## src/verilog/gpmc_pkg.sv

```systemverilog
// Package: register map, field positions and carrier types for the pin block
package gpmc_pkg;
  localparam int unsigned NPINS = 8;
  localparam logic [3:0] ADDR_DIR    = 4'hA;
  localparam logic [3:0] ADDR_LEVEL  = 4'hB;
  localparam logic [3:0] ADDR_IRQEN  = 4'hC;
  localparam logic [3:0] ADDR_FUNC   = 4'hE;
  localparam logic [3:0] ADDR_ISTAT  = 4'h4;
  localparam logic [3:0] ADDR_IMASK  = 4'h5;
  localparam logic [7:0] RST_DIR     = 8'h00;
  localparam logic [7:0] RST_LEVEL   = 8'hFF;
  localparam logic [7:0] RST_IRQEN   = 8'h00;
  localparam logic [7:0] RST_FUNC    = 8'h00;
  localparam logic [7:0] RST_IMASK   = 8'h00;
  localparam int unsigned FB_LATCH   = 0;
  localparam int unsigned FB_MDM_HI  = 1;
  localparam int unsigned FB_MDM_LO  = 2;
  localparam int unsigned FB_SWRST   = 3;
  localparam logic [7:0] FUNC_WMASK  = 8'h0F;
  // Interrupt status bits
  localparam int unsigned IB_PIN     = 0;
  localparam int unsigned IB_SWRST   = 1;
  localparam int unsigned IRQ_W      = 2;
  // Software reset pulse length in cycles
  localparam int unsigned SWRST_CYC  = 4;

  // Modem lines of one channel, active low on the pins
  typedef struct packed {
    logic ring_n;
    logic carrier_n;
    logic set_ready_n;
  } gpmc_modem_in_t;

  // Register bus request
  typedef struct packed {
    logic       wr;
    logic       rd;
    logic [3:0] addr;
    logic [7:0] wdata;
  } gpmc_bus_t;

  // Decode of a register address
  function automatic logic gpmc_hit(input logic [3:0] a,
                                    input logic [3:0] b);
    return a == b;
  endfunction
endpackage

```

## src/verilog/gpmc_top.sv

```systemverilog
// Top: eight pins, modem nibble select, pin interrupts and software reset
//
// What this block does
// RQ1: Reading the level register returns the pin state for inputs and the written level for outputs.
// RQ2: Writing the level register drives each output pin of a general-purpose nibble low for 0, high for 1.
// RQ3: An enable register gives each pin its own interrupt, 1 enables.
// RQ4: Enable bits do nothing for pins of a nibble given to modem use.
// RQ5: Writing 1 to control bit 3 resets the device, all but the status and status mask registers.
// RQ6: The software reset bit is never stored, so it always reads back 0.
// RQ7: Control bit 2 gives the lower nibble to the second channel's modem lines.
// RQ8: Control bit 1 gives the upper nibble to the first channel's modem lines.
// RQ9: Without latching, a pending pin change goes if the pin returns; the sticky status bit stays set.
// RQ10: With latching, it stays and the level bit keeps the causing value.
// RQ11: The group is shared; its software reset resets every channel.
// RQ12: After reset output levels are all ones, enable and control read zero.
// RQ13: A direction register makes a pin of a general-purpose nibble an output on 1; default all inputs.
// RQ14: An enabled input pin change sets the pin status bit, raising the interrupt if unmasked; a status register read clears it.
`timescale 1ns/1ns
module gpmc_top
  import gpmc_pkg::*;
(
  input  wire logic                     CLK,
  input  wire logic                     RESET,
  input  wire logic [3:0]               ADDR,
  input  wire logic [7:0]               WDATA,
  input  wire logic                     WR,
  input  wire logic                     RD,
  output logic      [7:0]               RDATA,
  input  wire logic [7:0]               PIN_IN,
  output logic      [7:0]               PIN_OUT,
  output logic      [7:0]               PIN_OE,
  input  wire logic                     TERMINAL_READY_FIRST_N,
  input  wire logic                     TERMINAL_READY_SECOND_N,
  output gpmc_pkg::gpmc_modem_in_t      MODEM_FIRST,
  output gpmc_pkg::gpmc_modem_in_t      MODEM_SECOND,
  output logic                          DEVICE_RESET,
  output logic                          IRQ
);
  import gpmc_pkg::*;

  gpmc_bus_t          bus;
  logic [7:0]         dir_r;
  logic [7:0]         out_r;
  logic [7:0]         irqen_r;
  logic [7:0]         func_r;
  logic [IRQ_W-1:0]   istat_r;
  logic [IRQ_W-1:0]   imask_r;
  logic [7:0]         pin_s;
  logic [7:0]         armed;
  logic [7:0]         pend;
  logic [7:0]         view;
  logic [7:0]         gpio_sel;
  logic               level_rd;
  logic               istat_rd;
  logic               swrst_go;
  logic [2:0]         swrst_cnt_r;
  logic               srst;
  logic               pin_evt;
  logic               pin_evt_d_r;
  logic [7:0]         oe_nxt;
  logic [7:0]         out_nxt;

  assign bus = '{wr: WR, rd: RD, addr: ADDR, wdata: WDATA};
  assign level_rd = bus.rd && gpmc_hit(bus.addr, ADDR_LEVEL);
  assign istat_rd = bus.rd && gpmc_hit(bus.addr, ADDR_ISTAT);
  assign swrst_go = bus.wr && gpmc_hit(bus.addr, ADDR_FUNC)
                    && bus.wdata[FB_SWRST];             // see RQ5
  // Internal reset: pin reset or the software reset pulse
  assign srst = RESET || (swrst_cnt_r != 3'd0);         // see RQ11

  // Nibble ownership: 1 where a pin is general purpose
  assign gpio_sel = {{4{~func_r[FB_MDM_HI]}},
                     {4{~func_r[FB_MDM_LO]}}};           // see RQ7 RQ8
  // Modem nibbles mask the enables; outputs never interrupt
  assign armed = irqen_r & gpio_sel & ~dir_r;           // see RQ3 RQ4 RQ14

  gpmc_sync #(.W(8)) i_gpmc_sync (
    .CLK (CLK),
    .D   (PIN_IN),
    .Q   (pin_s)
  );

  gpmc_pinchg #(.W(8)) i_gpmc_pinchg (
    .CLK   (CLK),
    .RST   (srst),
    .PIN   (pin_s),
    .ARMED (armed),
    .LATCH (func_r[FB_LATCH]),
    .ACK   (level_rd),
    .PEND  (pend),
    .VIEW  (view)
  );

  // Software reset stretched over a few cycles, then the bit reads 0
  always_ff @(posedge CLK) begin
    if (RESET) begin
      swrst_cnt_r <= 3'd0;
    end else if (swrst_go) begin
      swrst_cnt_r <= 3'(SWRST_CYC);                     // see RQ5
    end else if (swrst_cnt_r != 3'd0) begin
      swrst_cnt_r <= swrst_cnt_r - 3'd1;                // see RQ6
    end
  end

  // Direction register
  always_ff @(posedge CLK) begin
    if (srst) begin
      dir_r <= RST_DIR;                                 // see RQ13
    end else if (bus.wr && gpmc_hit(bus.addr, ADDR_DIR)) begin
      dir_r <= bus.wdata;
    end
  end

  // Output level register, resets high
  always_ff @(posedge CLK) begin
    if (srst) begin
      out_r <= RST_LEVEL;                               // see RQ12
    end else if (bus.wr && gpmc_hit(bus.addr, ADDR_LEVEL)) begin
      out_r <= bus.wdata;                               // see RQ2
    end
  end

  // Interrupt enable
  always_ff @(posedge CLK) begin
    if (srst) begin
      irqen_r <= RST_IRQEN;                             // see RQ12
    end else if (bus.wr && gpmc_hit(bus.addr, ADDR_IRQEN)) begin
      irqen_r <= bus.wdata;                             // see RQ3
    end
  end

  // Function control; bit 3 never stores, so it always reads back 0
  always_ff @(posedge CLK) begin
    if (srst) begin
      func_r <= RST_FUNC;                               // see RQ12
    end else if (bus.wr && gpmc_hit(bus.addr, ADDR_FUNC)) begin
      func_r <= bus.wdata & FUNC_WMASK & ~(8'h01 << FB_SWRST); // see RQ6
    end
  end

  // Status mask; only the pin reset clears it, so it survives a soft reset
  always_ff @(posedge CLK) begin
    if (RESET) begin
      imask_r <= RST_IMASK[IRQ_W-1:0];
    end else if (bus.wr && gpmc_hit(bus.addr, ADDR_IMASK)) begin
      imask_r <= bus.wdata[IRQ_W-1:0];
    end
  end

  // Rising edge of any pending pin change
  assign pin_evt = |pend;
  always_ff @(posedge CLK) begin
    if (RESET) begin
      pin_evt_d_r <= 1'b0;
    end else begin
      pin_evt_d_r <= pin_evt;
    end
  end

  // Sticky status; a set in the read cycle wins over the clear
  always_ff @(posedge CLK) begin
    if (RESET) begin
      istat_r <= '0;
    end else begin
      if (istat_rd) begin
        istat_r <= '0;
      end
      if (pin_evt && !pin_evt_d_r) begin
        istat_r[IB_PIN] <= 1'b1;                        // see RQ14
      end
      if (swrst_go) begin
        istat_r[IB_SWRST] <= 1'b1;
      end
    end
  end

  // Interrupt: any unmasked sticky status bit, registered
  always_ff @(posedge CLK) begin
    if (RESET) begin
      IRQ <= 1'b0;
    end else begin
      IRQ <= |(istat_r & imask_r);                      // see RQ14
    end
  end

  // Pin drivers; modem nibbles carry the terminal-ready lines
  always_comb begin
    oe_nxt  = dir_r & gpio_sel;                         // see RQ13
    out_nxt = out_r;
    if (func_r[FB_MDM_HI]) begin
      oe_nxt[5]  = 1'b1;                                // see RQ8
      out_nxt[5] = TERMINAL_READY_FIRST_N;
    end
    if (func_r[FB_MDM_LO]) begin
      oe_nxt[1]  = 1'b1;                                // see RQ7
      out_nxt[1] = TERMINAL_READY_SECOND_N;
    end
  end

  always_ff @(posedge CLK) begin
    if (srst) begin
      PIN_OE  <= RST_DIR;
      PIN_OUT <= RST_LEVEL;
    end else begin
      PIN_OE  <= oe_nxt;
      PIN_OUT <= out_nxt;                               // see RQ2
    end
  end

  // Modem inputs to the channels: ring 7/3, carrier 6/2, set-ready 4/0
  always_ff @(posedge CLK) begin
    if (srst) begin
      MODEM_FIRST  <= '1;
      MODEM_SECOND <= '1;
    end else begin
      MODEM_FIRST  <= func_r[FB_MDM_HI] ?
                      {pin_s[7], pin_s[6], pin_s[4]} : 3'b111;
      MODEM_SECOND <= func_r[FB_MDM_LO] ?
                      {pin_s[3], pin_s[2], pin_s[0]} : 3'b111;
    end
  end

  // Device-wide reset out to every channel
  always_ff @(posedge CLK) begin
    if (RESET) begin
      DEVICE_RESET <= 1'b1;
    end else begin
      DEVICE_RESET <= swrst_go || (swrst_cnt_r > 3'd1); // see RQ11
    end
  end

  // Read data, valid the cycle after the strobe
  always_ff @(posedge CLK) begin
    if (RESET) begin
      RDATA <= 8'h00;
    end else if (bus.rd) begin
      case (bus.addr)
        ADDR_DIR:   RDATA <= dir_r;
        ADDR_LEVEL: RDATA <= (view & ~dir_r) | (out_r & dir_r); // see RQ1
        ADDR_IRQEN: RDATA <= irqen_r;
        ADDR_FUNC:  RDATA <= func_r;
        ADDR_ISTAT: RDATA <= {{(8-IRQ_W){1'b0}}, istat_r};
        ADDR_IMASK: RDATA <= {{(8-IRQ_W){1'b0}}, imask_r};
        default:    RDATA <= 8'h00;
      endcase
    end else begin
      RDATA <= 8'h00;
    end
  end

  // Checks
  property p_swrst_bit_clears;
    @(posedge CLK) disable iff (RESET)
      swrst_go |=> !func_r[FB_SWRST];
  endproperty
  a_swrst_bit_clears: assert property (p_swrst_bit_clears) // see RQ6
    else $error("software reset bit stayed set");

  property p_swrst_resets;
    @(posedge CLK) disable iff (RESET)
      swrst_go |=> ##1 (irqen_r == RST_IRQEN && dir_r == RST_DIR);
  endproperty
  a_swrst_resets: assert property (p_swrst_resets) // see RQ5
    else $error("software reset did not reset registers");

  property p_devrst_out;
    @(posedge CLK) disable iff (RESET)
      swrst_go |=> DEVICE_RESET [*3];
  endproperty
  a_devrst_out: assert property (p_devrst_out) // see RQ11
    else $error("device reset pulse too short");

  // Enables trail the direction register by one cycle
  property p_oe_follows_dir;
    @(posedge CLK) disable iff (srst)
      (func_r[2:1] == 2'b00) |=> PIN_OE == $past(dir_r);
  endproperty
  a_oe_follows_dir: assert property (p_oe_follows_dir) // see RQ13
    else $error("pin enable differs from direction");

  property p_out_follows_level;
    @(posedge CLK) disable iff (srst)
      bus.wr && gpmc_hit(bus.addr, ADDR_LEVEL) && func_r[2:1] == 2'b00
      |=> ##1 PIN_OUT == $past(bus.wdata, 2);
  endproperty
  a_out_follows_level: assert property (p_out_follows_level) // see RQ2
    else $error("output pins do not show written level");

  property p_modem_masks;
    @(posedge CLK) disable iff (srst)
      func_r[FB_MDM_HI] |-> armed[7:4] == 4'h0;
  endproperty
  a_modem_masks: assert property (p_modem_masks) // see RQ4
    else $error("modem nibble still armed");

  property p_read_acks;
    @(posedge CLK) disable iff (srst)
      level_rd && !func_r[FB_LATCH] ##1 $stable(pin_s) |-> pend == 8'h00;
  endproperty
  a_read_acks: assert property (p_read_acks) // see RQ14
    else $error("level read left a pending change");

  property p_irq_level;
    @(posedge CLK) disable iff (RESET)
      (|(istat_r & imask_r)) |=> IRQ;
  endproperty
  a_irq_level: assert property (p_irq_level) // see RQ14
    else $error("interrupt output not raised");

  c_swrst: cover property (@(posedge CLK) swrst_go);
  c_pin_irq: cover property (@(posedge CLK) istat_r[IB_PIN] && IRQ);
  c_latched: cover property (@(posedge CLK)
    func_r[FB_LATCH] && pend != 8'h00);
endmodule

```

## src/verilog/gpmc_sync.sv

```systemverilog
// Two-flop synchroniser for a vector of pin inputs
`timescale 1ns/1ns
module gpmc_sync #(
  parameter int unsigned W = 8
) (
  input  wire logic         CLK,
  input  wire logic [W-1:0] D,
  output logic      [W-1:0] Q
);
  logic [W-1:0] meta_r;

  // First stage feeds only the second; no reset so no pin reaches a reset mux
  always_ff @(posedge CLK) begin
    meta_r <= D;
    Q      <= meta_r;
  end
endmodule

```

## src/verilog/gpmc_pinchg.sv

```systemverilog
// Per-pin change detector with optional latching of the causing level
`timescale 1ns/1ns
module gpmc_pinchg #(
  parameter int unsigned W = 8
) (
  input  wire logic         CLK,
  input  wire logic         RST,
  input  wire logic [W-1:0] PIN,
  input  wire logic [W-1:0] ARMED,
  input  wire logic         LATCH,
  input  wire logic         ACK,
  output logic      [W-1:0] PEND,
  output logic      [W-1:0] VIEW
);
  logic [W-1:0] ref_r;
  logic [W-1:0] held_r;

  genvar i;
  generate
    for (i = 0; i < W; i++) begin : g_pin
      // Reference level is the one last seen by software
      always_ff @(posedge CLK) begin
        if (RST) begin
          ref_r[i]  <= 1'b1;
          PEND[i]   <= 1'b0;
          held_r[i] <= 1'b1;
        end else if (ACK) begin
          ref_r[i]  <= VIEW[i];
          PEND[i]   <= 1'b0;
          held_r[i] <= PIN[i];
        end else if (!ARMED[i]) begin
          ref_r[i]  <= PIN[i];
          PEND[i]   <= 1'b0;
          held_r[i] <= PIN[i];
        end else if (LATCH) begin
          // Sticky: keep the level that raised it (see RQ10)
          if (!PEND[i] && PIN[i] != ref_r[i]) begin
            PEND[i]   <= 1'b1;
            held_r[i] <= PIN[i];
          end else if (!PEND[i]) begin
            held_r[i] <= PIN[i];
          end
        end else begin
          // Withdrawn if the pin returns before the read (see RQ9)
          PEND[i]   <= PIN[i] != ref_r[i];
          held_r[i] <= PIN[i];
        end
      end
      assign VIEW[i] = (LATCH && PEND[i]) ? held_r[i] : PIN[i];
    end
  endgenerate
endmodule

```

## config.mk

```make
export PLATFORM = sky130hd
export DESIGN_NAME = gpmc_top
export DESIGN_NICKNAME = d
export VERILOG_FILES = /design/src/verilog/gpmc_pkg.sv /design/src/verilog/gpmc_top.sv /design/src/verilog/gpmc_sync.sv /design/src/verilog/gpmc_pinchg.sv
export SDC_FILE = /design/constraint.sdc
export NUM_CORES = 1
export LEC_CHECK = 0
export BUFFER_PORTS_ARGS = -buffer_cell sky130_fd_sc_hd__buf_4
export CORE_MARGIN = 2
export CORE_UTILIZATION = 48
export CTS_BUF_LIST = sky130_fd_sc_hd__clkbuf_4 sky130_fd_sc_hd__clkbuf_8
export DETAILED_ROUTE_END_ITERATION = 16
export MAX_ROUTING_LAYER = met4
export PLACE_DENSITY = 0.72
export SLEW_MARGIN = 10
export SYNTH_ARGS = -nofsm -noshare
export SYNTH_HDL_FRONTEND = slang
export SYNTH_SLANG_ARGS = --single-unit
```

## constraint.sdc

```tcl
create_clock -name CLK -period 1.55 [get_ports CLK]
set_input_delay 0.2325 -clock CLK [delete_from_list [all_inputs] [get_ports CLK]]
set_output_delay 0.2325 -clock CLK [all_outputs]
set_load 0.01 [all_outputs]
```

==> results.yml, run 1 <==
global_routing:
  overflow: 0
  grt_max_degree: 28
  grt_usage_pct: 21.6
  grt_pass1_wl_um: 15900
  grt_pass1_vias: 3262
  antenna_found_initial: 0
finish:
  num_antenna_cells: 0
  nets: 533
  fin_area_um2: 5160
  fin_cells: 617
  post-route-util_pct: 59.8
  fillers: 749
  area_growth_pct: 22.5
  drive_above_1_share_pct: 27.7
route:
  routed-via-count: 3337
  wl_per_cell_um: 15.7
  drtPass1Iterations: 4
  drtAntennaViolNets: 0
  drc: 0
  drt_iter0_markers: 126
  via_per_inst: 5.41
  drt_wl_total_um: 9700
timing:
  tightest_slew_ns: 0.473
  rsz0062_at_grt: "false"
  slew_violations: 0
  report.final.hold_viol_count: 0
  fin_ws_ns: 0.0408
  maxSlewHeadroom_pct: 68.4
  fin_skew_ns: 0.0117
  period_share_pct: 97.4
  period_needed_ns: 1.51
  finalSetupViolCount: 0
  timing.fmax_mhz: 663
place:
  hpwl_um: 6970
  dpl_cell_area_um2: 4870
  gp_congestion: 0.881
  place.port_buffers: 57
  pre_cts_slack_ns: -0.00593
  placed_cells_incl_taps: 593
floorplan:
  core_area_um2: 8640
  die_area_um2: 9540
  placementRows: 34
  die_h_um: 97.7
  io_pins: 58
  initial_core_util_pct: 48.8
  chipWidth_um: 97.7
logic_synthesis:
  synth-edff-count: 0
  synth_cell_types: 46
  syn_avg_cell_area_um2: 9.98
  syn_inst: 422
  synthArstFlopShare_pct: 0
  ys_seq_area_share_pct: 50.8
  synth_warnings: 0
  synth_seq_cells: 107
  syn_area_um2: 4210
  synth_nets: 451
  synthFlopType: "dfxtp_1"
min_path:
  min_path_type: "in -> reg"
clocking:
  cts_tree: "done"
  cts_inserted_buffers: 9
  cts-root-buf: "clkbuf_8"
  cts_sinks: 107
  clock_path_buffers: 2
  path_clk_slew_ns: 0.11
  cts_max_level: 3
  insertion_delay_ns: 0.38
run_status:
  status: "finished, final reports clean"
worst_setup_path:
  required_ns: 1.83
  end_kind: "register"
  arrival_ns: 1.79
  cp-start-kind: "register"
  critical_path_class: "reg -> reg"
  critPathMaxFanout: 2
job:
  maxCapViolations: 0
power_and_ir_drop:
  power_leakage_uw: 0.00208
  power.density_nw_per_um2: 1100
  irDropWorstVdd_mv: 0.438
## path summary, 6_finish.rpt
kind	to	slack [ns]	cells past startpoint	startpoint
max	istat_r[0]	0.04	4	i_gpmc_pinchg.PEND[0]
min	PIN_OUT[1]	0.06	3	TERMINAL_READY_SECOND_N
max reg2reg	istat_r[0]	0.04	4	i_gpmc_pinchg.PEND[0]
min reg2reg	i_gpmc_sync.Q[2]	0.33	0	i_gpmc_sync.meta_r[2]
## layout by cell type (no fill, tap or decap), types with 3 or more instances in the layout
master,Yosys,final
nand2_2,3,3
and3_1,4,4
mux2_2,16,16
a22oi_1,9,9
or3_1,7,7
dfxtp_1,107,106
mux2i_1,32,32
a211oi_1,17,15
clkbuf_8,0,9
nand3b_1,6,6
o211ai_1,8,8
o21ai_0,6,6
or3b_1,6,6
nand2_1,41,41
ha_1,3,3
nand3_1,10,10
nor3b_1,7,7
buf_4,1,86
clkinv_4,0,3
or2_2,7,6
xnor2_1,9,9
nand2b_1,13,13
dlygate4sd3_1,0,8
nor2_1,47,47
a211oi_2,1,3
a21oi_1,11,11
a31oi_1,3,3
## state kept, by name, summed over array words and instances (netlist names), 8 cells and up
name and count:
PIN_OUT 8, dir_r 8, i_gpmc_sync.Q 8, i_gpmc_pinchg.held_r 8
i_gpmc_pinchg.ref_r 8, RDATA 8, out_r 8, irqen_r 8
i_gpmc_pinchg.PEND 8, i_gpmc_sync.meta_r 8, PIN_OE 8
## per-stage QoR
stage	total power (µW)	hold WS, ns	TNS (ns)
3_3_place_gp	4010	0.310	0
2_1_floorplan	3690	0.260	0
5_1_grt	5960	0.0593	0
4_1_cts	5700	0.0595	0
6_report	5670	0.0639	0
3_5_place_dp	4040	0.312	-0.00593
## worst max-delay path, cell delays in order (launching register included)
cell and delay [ns]:
dfxtp_1 0.34, or4_1 0.53, nor2_1 0.29, a2bb2oi_1 0.19
nor2_1 0.05
## per-layer routing
| layer | up-vias | part of all wire (%) | global-route usage (%) |
|---|---|---|---|
| met5 | - | 0 | - |
| met4 | 0 | 3.8 | 11.0 |
| met3 | 30 | 5.0 | 5.25 |
| met2 | 84 | 47 | 32.8 |
| met1 | 1595 | 45 | 26.8 |
| li1 | 1628 | - | - |
## repair_timing
item,4_1_cts,5_1_grt
setup buffers,0,0
resized for setup,2,3
setup endpoints to repair,3,7
hold buffers,8,0
endpoints found under the hold margin,8,0
## cell usage after synthesis (7+ instances only)
cell      number  area (µm²)
nor3b_1        7        52.6
buf_2         12        60.1
nor2_1        47         176
a22oi_1        9        67.6
mux2i_1       32         320
or3_1          7        43.8
or2_2          7        43.8
nand2_1       41         154
nand2b_1      13        81.3
mux2_2        16         180
clkbuf_1       7        26.3
nand3_1       10        50.1
a211oi_1      17         128
o211ai_1       8        60.1
dfxtp_1      107        2140
xnor2_1        9        78.8
a21oi_1       11        55.1
## logic make-up (layout without fill, tap and decap cells)
group / after synthesis / in the layout / synth area share, %
simple gates: 166 / 166 / 20.6
flops: 107 / 107 / 50.8
compound gates: 62 / 62 / 10.3
mux: 48 / 48 / 11.9
buf+inv: 27 / 114 / 3.65
xor+xnor: 9 / 9 / 1.87
fa+ha+maj: 3 / 3 / 0.891
## where the power goes
| group | leakage, µW | internal (µW) | switching (µW) |
|---|---|---|---|
| Clock | 0.0000976 | 637 | 1010 |
| Combinational | 0.00111 | 424 | 564 |
| Sequential | 0.000874 | 2930 | 105 |
## layout make-up
type	count	area (µm²)	share of cell area [%]
clock buffers	10	131	2.55
clock inverters	6	60.1	1.16
inverters	3	11.3	0.218
multi-input cells	288	1930	37.5
flip-flops and latches	107	2140	41.5
well taps	108	135	2.62
repair buffers	95	746	14.4
Note: power is estimated with default switching activity, not from simulation.
==> run 2, diff against run 1 <==
--- a/config.mk
+++ b/config.mk
@@ -12,6 +12,7 @@
 export DETAILED_ROUTE_END_ITERATION = 16
 export MAX_ROUTING_LAYER = met4
 export PLACE_DENSITY = 0.72
+export RECOVER_POWER = 25
 export SLEW_MARGIN = 10
 export SYNTH_ARGS = -nofsm -noshare
 export SYNTH_HDL_FRONTEND = slang
==> results.yml, run 2 (synthesis gave the netlist of run 1 again) <==
run_status:
  status: "finished, final reports clean"
finish:
  nets: 533
  layout_common_cells: "106 x dfxtp_1, 62 x buf_4, 47 x nor2_1, 41 x nand2_1, 32 x mux2i_1"
  num_antenna_cells: 0
  multiInputGateArea_um2: 1930
  post-route-util_pct: 59.1
  seq_area_um2: 2140
  drive_above_1_share_pct: 24.6
  area_growth_pct: 21.1
  fin_cells: 617
  fin_area_um2: 5100
  fillers: 760
  layout_commonest_cell: "dfxtp_1"
worst_setup_path:
  critical_path_class: "reg -> reg"
  cp-start-kind: "register"
  r2r-start: "i_gpmc_pinchg.PEND[5]"
  r2r_end: "istat_r[0]"
  critPathMaxFanout: 2
  crit_slowest_cell: "or4_1"
  r2r_slack_ns: 0.04
  arrival_ns: 1.78
  cpPeakStageDelay_ns: 0.55
  end_kind: "register"
  crit_top_cell: "nor2_1"
  worstPathCellList: "or4_1, nor2_1, a2bb2oi_1, nor2_1"
  worstSetupEndpoint: "istat_r[0]"
  required_ns: 1.82
  cp-startpoint: "i_gpmc_pinchg.PEND[5]"
  worst-r2r-cell-count: 4
floorplan:
  io_pins: 58
  die_area_um2: 9540
  core_area_um2: 8640
  chipWidth_um: 97.7
  die_h_um: 97.7
  placementRows: 34
  initial_core_util_pct: 48.8
clocking:
  cts_inserted_buffers: 9
  cts-root-buf: "clkbuf_8"
  cts_sinks: 107
  insertion_delay_ns: 0.38
  path_clk_slew_ns: 0.11
  cts_tree: "done"
  clock_path_buffers: 2
  post_cts_buffers: 0
  cts_max_level: 3
timing:
  setup_tns_ns: 0
  rsz0062_at_grt: "false"
  tightest_slew_ns: 0.467
  period_needed_ns: 1.51
  timing.fmax_mhz: 663
  maxSlewHeadroom_pct: 68.7
  report.final.hold_viol_count: 0
  slew_violations: 0
  period_share_pct: 97.3
  finalSetupViolCount: 0
  fin_skew_ns: 0.0110
global_routing:
  met3_usage_pct: 5.25
  top_usage_layer: "met2"
  grt_pass1_vias: 3262
  grtUsageMet2_pct: 32.8
  grt.met1_usage_pct: 26.8
  grt_max_degree: 28
  overflow: 0
  grt_usage_pct: 21.6
  grt_pass1_wl_um: 15900
  antenna_found_initial: 0
power_and_ir_drop:
  power.density_nw_per_um2: 1110
  p_int_uw: 3970
  p_total_uw: 5650
  clkPwrFrac_pct: 29.1
  irDropWorstVdd_mv: 0.438
  power_frac_comb_pct: 17.2
  p_seq_share_pct: 53.6
  sw_frac_of_total_pct: 29.7
  power.net_switching_uw: 1680
  power_leakage_uw: 0.00202
route:
  routed-via-count: 3334
  drtAntennaViolNets: 0
  drc: 0
  drt_wl_total_um: 9710
  drtPass1Iterations: 4
  drt_iter0_markers: 118
  wl_per_cell_um: 15.7
  via_per_inst: 5.40
place:
  place.port_buffers: 57
  hpwl_um: 6970
  gp_congestion: 0.881
  dpl_cell_area_um2: 4870
  placed_cells_incl_taps: 593
job:
  maxCapViolations: 0
min_path:
  min_path_type: "in -> reg"
==> run 2: cell count changes in the layout (fill, tap and decap cells not counted), sizes merged <==
| cell | delta |
|---|---|
| clkbuf | +24 |
| buf | -24 |
==> run 2: metal layers <==
layer  wire length (µm)  part of all wire [%]  vias to the layer above
li1                   -                     -                     1628
met1               4280                    44                     1576
met2               4480                    46                      100
met3                578                   6.0                       30
met4                363                   3.7                        0
met5                  0                     0                        -
==> run 2: worst max-delay path: cells and delay by family (launching register included) <==
kind / cells / cell delay, ns
flip-flops: 1 / 0.33
AO/OA/AOI/OAI: 1 / 0.19
AND/OR/NAND/NOR: 3 / 0.89
==> run 2: cell type report <==
type                       instances  area share (%)
tap                              108            2.65
sequential                       107            42.0
clock inverter                     6            1.18
inverter                           3           0.221
timing repair buffer              95            13.4
clock buffer                      10            2.58
multi-input combinational        288            37.9
==> run 2: metrics by stage <==
stage                     setup slack [ns]  hold WS (ns)
after floorplan                     0.0727         0.260
after global placement              0.0699         0.310
after detailed placement          -0.00593         0.312
after CTS                           0.0511        0.0595
after global routing               0.00931        0.0593
final                               0.0414        0.0649
==> run 2: how the worst min path moves through the flow <==
| stage | slack (ns) | end | from | depth (start not counted) |
|---|---|---|---|---|
| after global routing | 0.06 | PIN_OUT[1] | TERMINAL_READY_SECOND_N | 3 |
| after global placement | 0.31 | i_gpmc_sync.Q[4] | i_gpmc_sync.meta_r[4] | 0 |
| final | 0.06 | PIN_OUT[1] | TERMINAL_READY_SECOND_N | 3 |
| after detailed placement | 0.31 | i_gpmc_sync.Q[5] | i_gpmc_sync.meta_r[5] | 0 |
| after CTS | 0.06 | PIN_OUT[5] | TERMINAL_READY_FIRST_N | 3 |
| after floorplan | 0.26 | i_gpmc_sync.meta_r[0] | PIN_IN[0] | 0 |
==> run 2: power groups by stage <==
stage	clock [µW]	combinational [µW]	sequential [µW]
after CTS	1690	978	3030
after global routing	1810	1090	3050
final	1650	974	3030
after detailed placement	0	950	3090
after floorplan	0	618	3080
after global placement	0	924	3080
==> run 2: what timing repair did <==
action,4_1_cts,5_1_grt
endpoints found under the hold margin,8,0
hold buffers,8,0
endpoints found under the setup margin,3,7
resized for setup,2,3
